--- config.mk ---
export PLATFORM = sky130hd
export DESIGN_NAME = adcri_top
export DESIGN_NICKNAME = d
export VERILOG_FILES = /design/src/logic/adcri_pkg.sv /design/src/logic/adcri_res_if.sv /design/src/logic/adcri_res_mem.sv /design/src/logic/adcri_top.sv
export SDC_FILE = /design/constraint.sdc
export NUM_CORES = 1
export LEC_CHECK = 0
export BUFFER_PORTS_ARGS = -buffer_cell sky130_fd_sc_hd__buf_2
export CAP_MARGIN = 15
export CORE_MARGIN = 4
export CORE_UTILIZATION = 35
export DETAILED_ROUTE_END_ITERATION = 7
export GPL_ROUTABILITY_DRIVEN = 0
export SYNTH_ARGS = -nofsm -noshare
export SYNTH_HDL_FRONTEND = slang
export SYNTH_HIERARCHICAL = 1
export SYNTH_SLANG_ARGS = --single-unit
--- constraint.sdc ---
create_clock -name clk_sys_i -period 3 [get_ports clk_sys_i]
set_input_delay 0.3 -clock clk_sys_i [delete_from_list [all_inputs] [get_ports clk_sys_i]]
set_output_delay 0.3 -clock clk_sys_i [all_outputs]
set_load 0.005 [all_outputs]
--- src/logic/adcri_pkg.sv ---
// Purpose: Shared constants for the converter result and interrupt registers
// Assumes: 32-bit register port, byte offsets
// Notes: Offsets are byte addresses

package adcri_pkg;
  localparam int ADCRI_NCH = 8;
  localparam int ADCRI_RES_W = 10;
  localparam int ADCRI_AW = 8;
  localparam logic [7:0] ADCRI_OFF_CH_ON_SET = 8'h10;
  localparam logic [7:0] ADCRI_OFF_CH_ON_CLR = 8'h14;
  localparam logic [7:0] ADCRI_OFF_CH_ON_STAT = 8'h18;
  localparam logic [7:0] ADCRI_OFF_FLAGS = 8'h1C;
  localparam logic [7:0] ADCRI_OFF_LAST = 8'h20;
  localparam logic [7:0] ADCRI_OFF_IRQ_SET = 8'h24;
  localparam logic [7:0] ADCRI_OFF_IRQ_CLR = 8'h28;
  localparam logic [7:0] ADCRI_OFF_IRQ_MASK = 8'h2C;
  localparam logic [7:0] ADCRI_OFF_CH_RES0 = 8'h30;
  localparam logic [7:0] ADCRI_OFF_VERSION = 8'hFC;
  // Flag register field positions
  localparam int ADCRI_BIT_OVR0 = 8;
  localparam int ADCRI_BIT_RESULT_READY_FLAG = 16;
  localparam int ADCRI_BIT_GOVR = 17;
  localparam int ADCRI_BIT_RECEIVE_END_FLAG = 18;
  localparam int ADCRI_BIT_RXBUF = 19;
  localparam int ADCRI_FLAG_W = 20;
  localparam logic [31:0] ADCRI_RESET_WORD = 32'h00000000;
  // Arbitrary identity values
  localparam logic [11:0] ADCRI_VERSION_NUM = 12'h001;
  localparam logic [3:0] ADCRI_VARIANT_NUM = 4'h0;
  localparam int ADCRI_NTRIG = 6;
endpackage

--- src/logic/adcri_res_if.sv ---
// Purpose: Carries result store write and read ports
// Assumes: One clock domain
// Notes: Used between the top and the result memory
`timescale 1ns/1ps

interface adcri_res_if #(parameter int NCH = 8, parameter int W = 10);
  logic wr_en;
  logic [$clog2(NCH)-1:0] wr_idx;
  logic [W-1:0] wr_data;
  logic [$clog2(NCH)-1:0] rd_idx;
  logic [W-1:0] rd_data;
  modport owner (output wr_en, output wr_idx, output wr_data, output rd_idx, input rd_data);
  modport store (input wr_en, input wr_idx, input wr_data, input rd_idx, output rd_data);
endinterface

--- src/logic/adcri_res_mem.sv ---
// Purpose: Per-channel result store with registered read data
// Assumes: Write and read in the same clock
// Notes: Contents start at zero after reset
`timescale 1ns/1ps

module adcri_res_mem #(
  parameter int NCH = 8,
  parameter int W = 10
) (
  input wire logic clk_sys_i,
  input wire logic rst_i,
  adcri_res_if.store port
);
  logic [W-1:0] mem [NCH];

  // Storage and registered read
  always_ff @(posedge clk_sys_i) begin
    if (rst_i) begin
      for (int i = 0; i < NCH; i++) mem[i] <= '0;
      port.rd_data <= '0;
    end else begin
      if (port.wr_en) mem[port.wr_idx] <= port.wr_data;
      port.rd_data <= mem[port.rd_idx];
    end
  end
endmodule

--- src/logic/adcri_top.sv ---
// Purpose: Result, flag and interrupt registers of an eight-channel converter
// Assumes: Sequencer gives one-cycle done pulses with channel and result
// Notes: Read data appear the cycle after the read strobe
// How it works
// - A channel's done flag is set when that channel's conversion completes.
// - Reading the channel's result register or the last result clears the done flag.
// - A done flag reads one only while its channel is enabled and its conversion done.
// - Every conversion loads its 10-bit result into the last result register, upper bits zero.
// - A channel result register loads only when that channel is enabled.
// - Writing one to the enable-set register sets the matching mask bit.
// - Writing one to the enable-clear register clears the matching mask bit.
// - Zero bits in enable-set or enable-clear leave the mask alone.
// - The mask register reads back each enabled source in the flag layout.
// - The version register shows a 12-bit number and a 4-bit variant.
// - Eight analog channels are implemented.
// - Trigger sources 0 to 5 are timer outputs A and B of timer channels 0 to 2.
// - The data-ready flag sets on a new last result and clears when it is read.
// - Overrun flags set on overrun and clear when the flag register is read.
// - A channel is enabled by channel-on-set and disabled by channel-on-clear.
//
// The implementer's own choice: the plain strobed port.
`timescale 1ns/1ps

module adcri_top #(
  parameter int NCH = adcri_pkg::ADCRI_NCH,
  parameter int RES_W = adcri_pkg::ADCRI_RES_W
) (
  input wire logic clk_sys_i,
  input wire logic rst_i,
  input wire logic [adcri_pkg::ADCRI_AW-1:0] addr_i,
  input wire logic [31:0] wdata_i,
  input wire logic wr_i,
  input wire logic rd_i,
  output logic [31:0] rdata_o,
  output logic irq_o,
  input wire logic conv_done_i,
  input wire logic [2:0] conv_ch_i,
  input wire logic [9:0] conv_data_i,
  input wire logic [7:0] ovr_i,
  input wire logic govr_i,
  input wire logic receive_end_flag_i,
  input wire logic rxbuf_i,
  input wire logic [2:0] timer_output_a_i,
  input wire logic [2:0] timer_output_b_i,
  output logic [5:0] hw_trig_o,
  output logic [7:0] channel_on_o
);
  import adcri_pkg::*;

  logic [7:0] channel_on_status;
  logic [7:0] conv_done_flag;
  logic [7:0] channel_overrun_flag;
  logic result_ready_flag;
  logic any_overrun_flag;
  logic [ADCRI_FLAG_W-1:0] irq_mask;
  logic [9:0] last_result_value;
  logic [31:0] rdata_q;
  logic rd_ch_pend;
  logic [31:0] next_rdata;
  logic [1:0] receive_end_flag_s;
  logic [1:0] rxbuf_s;
  logic [2:0] ta_s1, ta_s2, tb_s1, tb_s2;

  adcri_res_if #(.NCH(NCH), .W(RES_W)) res_bus ();

  adcri_res_mem #(.NCH(NCH), .W(RES_W)) u_mem (
    .clk_sys_i(clk_sys_i),
    .rst_i(rst_i),
    .port(res_bus.store)
  );

  // Register decode
  wire wr_on_set = wr_i && addr_i == ADCRI_OFF_CH_ON_SET;
  wire wr_on_clr = wr_i && addr_i == ADCRI_OFF_CH_ON_CLR;
  wire wr_irq_set = wr_i && addr_i == ADCRI_OFF_IRQ_SET;
  wire wr_irq_clr = wr_i && addr_i == ADCRI_OFF_IRQ_CLR;
  wire rd_flags = rd_i && addr_i == ADCRI_OFF_FLAGS;
  wire rd_last = rd_i && addr_i == ADCRI_OFF_LAST;
  wire rd_chres = rd_i && addr_i >= ADCRI_OFF_CH_RES0
                  && addr_i < ADCRI_OFF_CH_RES0 + 8'h20 && addr_i[1:0] == 2'b00;
  wire [2:0] chres_idx = 3'((addr_i - ADCRI_OFF_CH_RES0) >> 2);

  // Conversion completion events
  wire [7:0] conv_hit = conv_done_i ? (8'h01 << conv_ch_i) : 8'h00;
  wire ch_enabled_hit = |(conv_hit & channel_on_status);
  wire [7:0] rd_clear = (rd_chres ? (8'h01 << chres_idx) : 8'h00) | {8{rd_last}};

  // Flag word in register layout
  wire [7:0] done_view = conv_done_flag & channel_on_status;
  wire [ADCRI_FLAG_W-1:0] flag_word = {rxbuf_s[1], receive_end_flag_s[1], any_overrun_flag,
                                       result_ready_flag, channel_overrun_flag, done_view};
  wire irq_any = |(flag_word & irq_mask);

  // Mask update; a zero bit in either word leaves its mask bit as it is,
  // and only one of the two words can be written in a cycle
  wire [ADCRI_FLAG_W-1:0] wdata_lo = wdata_i[ADCRI_FLAG_W-1:0];
  wire [ADCRI_FLAG_W-1:0] mask_set_bits = wdata_lo & {ADCRI_FLAG_W{wr_irq_set}};
  wire [ADCRI_FLAG_W-1:0] mask_clr_bits = wdata_lo & {ADCRI_FLAG_W{wr_irq_clr}};
  wire [ADCRI_FLAG_W-1:0] next_mask = (irq_mask | mask_set_bits) & ~mask_clr_bits;

  // Result store hookup
  assign res_bus.wr_en = ch_enabled_hit;
  assign res_bus.wr_idx = conv_ch_i;
  assign res_bus.wr_data = conv_data_i;
  assign res_bus.rd_idx = chres_idx;

  // Read mux, data for the next cycle
  always_comb begin
    next_rdata = ADCRI_RESET_WORD;
    case (addr_i)
      ADCRI_OFF_CH_ON_STAT: next_rdata = {24'h000000, channel_on_status};
      ADCRI_OFF_FLAGS: next_rdata = {12'h000, flag_word};
      ADCRI_OFF_LAST: next_rdata = {22'h000000, last_result_value};
      ADCRI_OFF_IRQ_MASK: next_rdata = {12'h000, irq_mask};
      ADCRI_OFF_VERSION: next_rdata = {12'h000, ADCRI_VARIANT_NUM, 4'h0,
                                       ADCRI_VERSION_NUM};
      default: next_rdata = ADCRI_RESET_WORD;
    endcase
  end

  // Pin synchronisers
  always_ff @(posedge clk_sys_i) begin
    if (rst_i) begin
      receive_end_flag_s <= 2'b00;
      rxbuf_s <= 2'b00;
      ta_s1 <= 3'h0;
      ta_s2 <= 3'h0;
      tb_s1 <= 3'h0;
      tb_s2 <= 3'h0;
    end else begin
      receive_end_flag_s <= {receive_end_flag_s[0], receive_end_flag_i};
      rxbuf_s <= {rxbuf_s[0], rxbuf_i};
      ta_s1 <= timer_output_a_i;
      ta_s2 <= ta_s1;
      tb_s1 <= timer_output_b_i;
      tb_s2 <= tb_s1;
    end
  end

  // Trigger routing, timer output A on even and B on odd trigger numbers
  wire [5:0] next_trig;
  genvar g;
  generate
    for (g = 0; g < 3; g++) begin : g_trig
      assign next_trig[2*g] = ta_s2[g];
      assign next_trig[2*g+1] = tb_s2[g];
    end
  endgenerate

  // Trigger outputs, registered after the synchronisers;
  // one process owns the whole vector
  always_ff @(posedge clk_sys_i) begin
    if (rst_i) hw_trig_o <= 6'h00;
    else hw_trig_o <= next_trig;
  end

  // Channel enable state
  always_ff @(posedge clk_sys_i) begin
    if (rst_i) channel_on_status <= 8'h00;
    else channel_on_status <= (channel_on_status | (wr_on_set ? wdata_i[7:0] : 8'h00))
                              & ~(wr_on_clr ? wdata_i[7:0] : 8'h00);
  end

  // Done and overrun flags; a set wins over a clear in the same cycle
  always_ff @(posedge clk_sys_i) begin
    if (rst_i) begin
      conv_done_flag <= 8'h00;
      channel_overrun_flag <= 8'h00;
      any_overrun_flag <= 1'b0;
      result_ready_flag <= 1'b0;
    end else begin
      conv_done_flag <= (conv_done_flag & ~rd_clear) | conv_hit;
      channel_overrun_flag <= (channel_overrun_flag & {8{~rd_flags}}) | ovr_i;
      any_overrun_flag <= (any_overrun_flag & ~rd_flags) | govr_i;
      result_ready_flag <= (result_ready_flag & ~rd_last) | conv_done_i;
    end
  end

  // Last result and mask
  always_ff @(posedge clk_sys_i) begin
    if (rst_i) begin
      last_result_value <= 10'h000;
      irq_mask <= '0;
    end else begin
      if (conv_done_i) last_result_value <= conv_data_i;
      irq_mask <= next_mask;
    end
  end

  // Registered read data and outputs
  always_ff @(posedge clk_sys_i) begin
    if (rst_i) begin
      rdata_q <= ADCRI_RESET_WORD;
      rd_ch_pend <= 1'b0;
      irq_o <= 1'b0;
      channel_on_o <= 8'h00;
    end else begin
      rd_ch_pend <= rd_chres;
      rdata_q <= rd_i ? next_rdata : ADCRI_RESET_WORD;
      irq_o <= irq_any;
      channel_on_o <= channel_on_status;
    end
  end

  // Read data; channel results come from the store's own read register, which
  // would be a cycle late behind a second register, so the two are selected here
  assign rdata_o = rd_ch_pend ? {22'h000000, res_bus.rd_data} : rdata_q;

  // Register behaviour checks, all idle while reset is high
  // Done flags set on completion
  a_done_sets: assert property (@(posedge clk_sys_i) disable iff (rst_i)
    conv_done_i |=> conv_done_flag[$past(conv_ch_i)])
    else $error("done flag not set");

  // A last-result read clears every done flag and the data-ready flag
  a_last_clears: assert property (@(posedge clk_sys_i) disable iff (rst_i)
    rd_last && !conv_done_i |=> conv_done_flag == 8'h00 && !result_ready_flag)
    else $error("last read did not clear");

  // A channel result read clears that channel's done flag
  a_chres_clear: assert property (@(posedge clk_sys_i) disable iff (rst_i)
    rd_chres && !conv_done_i |=> !conv_done_flag[$past(chres_idx)])
    else $error("channel read did not clear");

  // A disabled channel never shows a done flag
  a_done_view: assert property (@(posedge clk_sys_i) disable iff (rst_i)
    (done_view & ~channel_on_status) == 8'h00)
    else $error("done shown while off");

  // The same holds for the flag word that software reads
  a_flags_read: assert property (@(posedge clk_sys_i) disable iff (rst_i)
    rd_flags |=> (rdata_o[7:0] & ~$past(channel_on_status)) == 8'h00)
    else $error("done read while off");

  // Last result loads on every completion
  a_last_load: assert property (@(posedge clk_sys_i) disable iff (rst_i)
    conv_done_i |=> last_result_value == $past(conv_data_i))
    else $error("last not loaded");

  // Last result holds between completions
  a_last_hold: assert property (@(posedge clk_sys_i) disable iff (rst_i)
    !conv_done_i |=> $stable(last_result_value))
    else $error("last changed");

  // Last result reads back with the upper bits zero
  a_last_read: assert property (@(posedge clk_sys_i) disable iff (rst_i)
    rd_last |=> rdata_o == {22'h000000, $past(last_result_value)})
    else $error("last read wrong");

  // The store is written only for an enabled channel
  a_chres_gate: assert property (@(posedge clk_sys_i) disable iff (rst_i)
    res_bus.wr_en |-> conv_done_i && channel_on_status[conv_ch_i])
    else $error("result stored for disabled channel");

  // Channel result reads carry zero upper bits
  a_chres_upper: assert property (@(posedge clk_sys_i) disable iff (rst_i)
    rd_chres |=> rdata_o[31:10] == 22'h000000)
    else $error("channel read upper bits set");

  // Enable-set word sets its one bits in the mask
  a_mask_set: assert property (@(posedge clk_sys_i) disable iff (rst_i)
    wr_irq_set |=> (irq_mask & $past(wdata_lo)) == $past(wdata_lo))
    else $error("mask not set");

  // Enable-clear word clears its one bits in the mask
  a_mask_clr: assert property (@(posedge clk_sys_i) disable iff (rst_i)
    wr_irq_clr |=> (irq_mask & $past(wdata_lo)) == '0)
    else $error("mask not cleared");

  // Without either write the mask stays put
  a_mask_keep: assert property (@(posedge clk_sys_i) disable iff (rst_i)
    !wr_irq_set && !wr_irq_clr |=> $stable(irq_mask))
    else $error("mask moved");

  // Mask reads back in the flag layout
  a_mask_read: assert property (@(posedge clk_sys_i) disable iff (rst_i)
    rd_i && addr_i == ADCRI_OFF_IRQ_MASK |=> rdata_o == {12'h000, $past(irq_mask)})
    else $error("mask read wrong");

  // Version word shows the number and the variant fields
  a_version_read: assert property (@(posedge clk_sys_i) disable iff (rst_i)
    rd_i && addr_i == ADCRI_OFF_VERSION |=> rdata_o[11:0] == ADCRI_VERSION_NUM
                                          && rdata_o[19:16] == ADCRI_VARIANT_NUM)
    else $error("version read wrong");

  // All eight channel states reach the output
  a_chan_out: assert property (@(posedge clk_sys_i) disable iff (rst_i)
    1'b1 |=> channel_on_o == $past(channel_on_status))
    else $error("channel output wrong");

  // Triggers follow the synchronised timer outputs, A even and B odd
  a_trig_route: assert property (@(posedge clk_sys_i) disable iff (rst_i)
    1'b1 |=> hw_trig_o == {$past(tb_s2[2]), $past(ta_s2[2]), $past(tb_s2[1]),
                           $past(ta_s2[1]), $past(tb_s2[0]), $past(ta_s2[0])})
    else $error("trigger routing wrong");

  // Data ready follows every completion
  a_ready_sets: assert property (@(posedge clk_sys_i) disable iff (rst_i)
    conv_done_i |=> result_ready_flag)
    else $error("ready not set");

  // Channel overruns set their flags
  a_ovr_sets: assert property (@(posedge clk_sys_i) disable iff (rst_i)
    ovr_i != 8'h00 |=> (channel_overrun_flag & $past(ovr_i)) == $past(ovr_i))
    else $error("overrun not set");

  // A flag read clears the channel overruns
  a_ovr_clear: assert property (@(posedge clk_sys_i) disable iff (rst_i)
    rd_flags && ovr_i == 8'h00 |=> channel_overrun_flag == 8'h00)
    else $error("overrun not cleared");

  // General overrun sets
  a_govr_sets: assert property (@(posedge clk_sys_i) disable iff (rst_i)
    govr_i |=> any_overrun_flag)
    else $error("general overrun not set");

  // A flag read clears the general overrun
  a_govr_clear: assert property (@(posedge clk_sys_i) disable iff (rst_i)
    rd_flags && !govr_i |=> !any_overrun_flag)
    else $error("general overrun not cleared");

  // Channel-on-set turns channels on
  a_chan_on: assert property (@(posedge clk_sys_i) disable iff (rst_i)
    wr_on_set |=> (channel_on_status & $past(wdata_i[7:0])) == $past(wdata_i[7:0]))
    else $error("channel not enabled");

  // Channel-on-clear turns channels off
  a_chan_off: assert property (@(posedge clk_sys_i) disable iff (rst_i)
    wr_on_clr |=> (channel_on_status & $past(wdata_i[7:0])) == 8'h00)
    else $error("channel not disabled");

  // Interrupt rises for a pending unmasked flag
  a_irq_level: assert property (@(posedge clk_sys_i) disable iff (rst_i)
    irq_any |=> irq_o)
    else $error("irq missing");

  // Interrupt drops once no unmasked flag is pending
  a_irq_drop: assert property (@(posedge clk_sys_i) disable iff (rst_i)
    !irq_any |=> !irq_o)
    else $error("irq stuck");

  // Main scenarios
  c_conv: cover property (@(posedge clk_sys_i) conv_done_i && ch_enabled_hit);
  c_irq: cover property (@(posedge clk_sys_i) irq_o);
  c_chres: cover property (@(posedge clk_sys_i) rd_chres ##1 rd_ch_pend);
  c_ovr: cover property (@(posedge clk_sys_i) (|channel_overrun_flag) && rd_flags);
  c_trig: cover property (@(posedge clk_sys_i) hw_trig_o != 6'h00);
endmodule

* Word-level counts from Yosys, hierarchy flattened
Memory sizes are Yosys's and may differ from the RTL's. A register that Yosys moved wholly into a read port is not among the register bits.
Index checks and enable logic that the tools add are counted.
Widths: inputs -> output; s select.
** Operators by class
- Bitwise operators :: 24
- Equal/unequal tests :: 9
- Add/sub/neg operators :: 1
- Shift-type cells :: 2
- Magnitude comparators :: 2
- Reductions and logical operators :: 14
- Mux-type cells :: 14
** Operators with widths (count)
- $pmux 20 s5 :: 1
- $and 20x20->20 :: 4
- $and 8x8->8 :: 5
- $eq 8x5->1 const B :: 4
- $eq 8x6->1 const B :: 4
- $mux 32 :: 1
- $mux 8 :: 4
- $or 8x8->8 :: 4
- $not 20->20 :: 1
- $or 20x20->20 :: 1
- $reduce_or 20->1 :: 1
- $not 8->8 :: 2
- $shl 1x3->8 const A :: 2
- $mux 10 :: 1
- $reduce_or 10->1 :: 1
- $logic_and 1x1->1 :: 9
- $eq 8x8->1 const B :: 1
- $ge 8x6->1 const B :: 1
- $lt 8x7->1 const B :: 1
- $reduce_or 8->1 :: 1
- $mux 1 :: 6
- $sub 5x5->5 const B :: 1
- $mux 3 :: 1
- $not 1->1 :: 3
- other kinds (4) :: 6
** Word-level totals
- Memory bits (writable) :: 80
- Output and inout port bits :: 47
- Memories :: 1
- Bits of input ports :: 75
- Logic and storage cells :: 85
- Register bits :: 120
** Memories
- u_mem.mem :: depth 8, width 10, read ports 1, clocked after Yosys merged registers in 1, write ports 8, RTL line adcri_res_mem.sv:14 : logic [W-1:0] mem [NCH];

* Depth between registers and ports, before layout
- Word-level depth :: 9
- Mapped depth :: 7
- Depth with buffers taken out :: 6

* Cells and area by module
Netlist, hierarchy kept.
** Modules (own cells, without submodules)
- adcri_top :: area each 4388.0 µm², seq. area each 2162.1 µm², cells an instance 445, instances 1
- adcri_res_mem :: area each 3930.0 µm², seq. area each 2602.5 µm², cells an instance 246, instances 1

* Worst setup path after synthesis
Ideal clock, no wire load.
- Path kind :: input-to-reg
- Start :: input conv_done_i
- End :: memory u_mem.mem[0][0] (enable)
- Slack :: 0.680 ns
- Data arrival time :: 2.005 ns
- Buffers on the path :: 2
- Required time :: 2.685 ns
- Cell stages on the path :: 6
- Path through :: clkbuf_1 -> buf_1 -> nor2b_1 -> or3b_4 -> nor3_4 -> or2_2
** RTL lines
- start, declared :: RTL line adcri_top.sv:36 : input wire logic conv_done_i,
- end, declared :: RTL line adcri_res_mem.sv:14

==> reports/qor.yml <==
detailed_routing:
  ant_nets: 0
  wl_per_cell_um: 18.0
  num_vias: 5528
  post_drt_via_cell_ratio: 4.97
  first_pass_iters: 5
  routed_wl_mm: 20.0
  first_iter_violations: 534
  drc: 0
synth:
  ys_seq_area_share_pct: 57.3
  synth.cell_area_sq_um: 8320
  synth-edff-count: 80
  synth_flop_cell: "dfxtp_1"
  ys_ff_latch: 198
  netlist_instances: 691
  synthTopCellsByArea: "edfxtp_1 (29%), dfxtp_1 (28%), and2_1 (6.2%)"
  avgSynthCellArea_sq_um: 12.0
  synth_top_area_share_pct: 28.9
  ys_warn_count: 6
  async_flop_share_pct: 0
  synth_top_area_cell: "edfxtp_1"
  synth.distinct_cells: 51
global_route:
  grt_pass1_vias: 5440
  grt_use_total_pct: 15.4
  antenna_found_initial: 1
  grt_pass1_wl_mm: 31.3
  grt_overflow: 0
  grt_max_degree: 43
floorplanning:
  rows: 56
  io_pins: 122
  core_area_sq_um: 23400
  die_w_um: 162
  die_h_um: 162
  die_area_sq_um: 26300
  initial_core_util_pct: 35.5
power:
  intPower_mw: 4.11
  sw_frac_of_total_pct: 24.2
  vdd_ir_drop_max_mv: 0.348
  seqPwrFrac_pct: 53.5
  clkPwrFrac_pct: 40.6
  powerDensity_nw_per_um2: 563
  p_total_mw: 5.43
  p_sw_mw: 1.32
  p_comb_share_pct: 5.9
  total_leakage_power_nw: 3.73
sta:
  rsz0062_at_grt: "false"
  fin_crit_ns: 2.37
  finalWorstSetupSlack_ns: 0.625
  max_slew_margin_pct: 47.6
  setup_tns_ns: 0
  fmax_mhz: 421
  finalHoldViolCount: 0
  setup_violations: 0
  period_share_pct: 79.2
  skew_ns: 0.0121
  slew_violations: 0
  tightest_slew_ns: 0.785
critical_path:
  end_kind: "flip-flop"
  reg2reg_depth: 6
  critPathKind: "reg2reg"
  cp_num_buf_inv: 0
  required_ns: 3.09
  critPathMaxFanout: 10
  crit_family: "simple AND/OR/NAND/NOR gates"
  path_depth: 6
  slowest_stage: "dfxtp_1"
  cp-start-kind: "flip-flop"
  critPathMaxStageDelay_ns: 0.49
  arrival_ns: 2.47
  crit_chain: "mux4_2 > mux2i_1 > nor2b_1 > or3b_4 > nor2_2 > or2_2"
clock_network:
  clock_latency_ns: 0.43
  cts_resized: 0
  cts_tree: "built"
  cts.sinks: 198
  clkSlewWorstSetupHoldPaths_ns: 0.08
  clockBufferDepth: 2
  post_cts_buffers: 0
  cts-root-buf: "clkbuf_16"
  cts_buffers: 17
  cts_htree_levels: 4
  cts_hold_buffers: 0
final_layout:
  syn2layout_area_growth_pct: 16.0
  final_cell_mix: "dfxtp_1 (118), buf_2 (96), and2_1 (83)"
  post-route-cell-area_sq_um: 9650
  final_nets: 855
  antennaDiodeCount: 0
  drive_above_1_share_pct: 26.1
  regArea_sq_um: 4760
  layout_commonest_cell: "dfxtp_1"
  n_fill_cell: 2234
  multi_input_area_sq_um: 3260
  finalNonFillerCells: 1112
status:
  outcome: "complete, no violations"
placed_design:
  dp_slack_ns: 0.510
  io_buffers: 97
  dpl_cell_area_sq_um: 9070
  dpl.hpwl_mm: 14.2
  dp_cells: 1080
flow_run:
  maxCapViolations: 0
min_path:
  whs_path_depth: 2
  min-delay-path-class: "in2reg"
-- synth_stat cells (7+ instances only) --
cell type / instances
a32oi_1: 7
mux4_2: 22
buf_4: 23
mux2_2: 10
and2_1: 83
nand3_1: 11
nor2b_1: 44
nand2b_1: 12
clkbuf_1: 23
edfxtp_1: 80
nor2_1: 58
a211oi_1: 28
or2_2: 8
nand2_1: 12
a32o_1: 7
a22oi_1: 13
dfxtp_1: 118
a21oi_1: 40
a22o_1: 12
mux2i_1: 21
-- path summary, 6_finish.rpt --
check,end,startpoint,slack [ns]
worst max-delay path,u_mem/mem[4][9]$_SDFFCE_PN0P_,channel_on_status[0]$_SDFF_PP0_,0.63
worst min-delay path,irq_mask[8]$_SDFF_PP0_,wdata_i[8],0.05
worst max register to register,u_mem/mem[4][9]$_SDFFCE_PN0P_,channel_on_status[0]$_SDFF_PP0_,0.63
worst min register to register,hw_trig_o[5]$_SDFF_PP0_,tb_s2[2]$_SDFF_PP0_,0.44
-- power groups by stage --
| stage | logic (mW) | registers [mW] | clock network [mW] |
|---|---|---|---|
| CTS | 0.323 | 2.90 | 2.26 |
| detailed placement | 0.323 | 2.97 | 0 |
| floorplan | 0.206 | 2.95 | 0 |
| finish | 0.319 | 2.90 | 2.20 |
| global placement | 0.321 | 2.96 | 0 |
| global route | 0.353 | 2.91 | 2.37 |
-- area by class of cell --
type                    instances  share of cell area, %
clock buffers                  17                   4.41
clock inverters                15                   1.60
inverters                       2                 0.0778
multi-input cells             444                   33.8
flip-flops and latches        198                   49.4
well taps                     319                   4.14
repair buffers                117                   6.61
-- sequential cells by signal (all words and copies together), names as in the netlist --
register	count
any_overrun_flag	1
channel_on_o	8
channel_on_status	8
channel_overrun_flag	8
conv_done_flag	8
hw_trig_o	6
irq_mask	20
irq_o	1
last_result_value	10
rd_ch_pend	1
rdata_q	20
receive_end_flag_s	2
result_ready_flag	1
rxbuf_s	2
ta_s1	3
ta_s2	3
tb_s1	3
tb_s2	3
u_mem/mem	80
u_mem/port.rd_data	10
-- per-layer routing --
layer	global-route usage (%)	part of all wire [%]	vias to the layer above
li1	-	-	2668
met1	21.6	46	2689
met2	24.4	47	153
met3	3.35	5.5	16
met4	3.77	0.87	2
met5	0	0.065	-
-- worst reg2reg max path: cells and delay by family (launching register included) --
kind	cells	cell delay, ns
flops	1	0.49
mux	2	0.36
simple gates	4	1.18
-- metrics by stage --
step	hold WS (ns)	util (%)
CTS	0.0358	41.2
finish	0.0545	41.2
detailed placement	0.420	38.7
floorplan	0.397	-
global placement	0.417	38.7
global route	0.0461	41.2
-- logic make-up after synthesis --
family | after synthesis | share of synthesized area, %
and+or+nand+nor | 261 | 18.7
DFF | 198 | 57.3
AOI/OAI and AO/OA | 118 | 10.0
buffers and inverters | 60 | 4.11
muxes | 53 | 9.84
other | 1 | 0.0451
No activity file was read; power rests on OpenSTA's default activity.
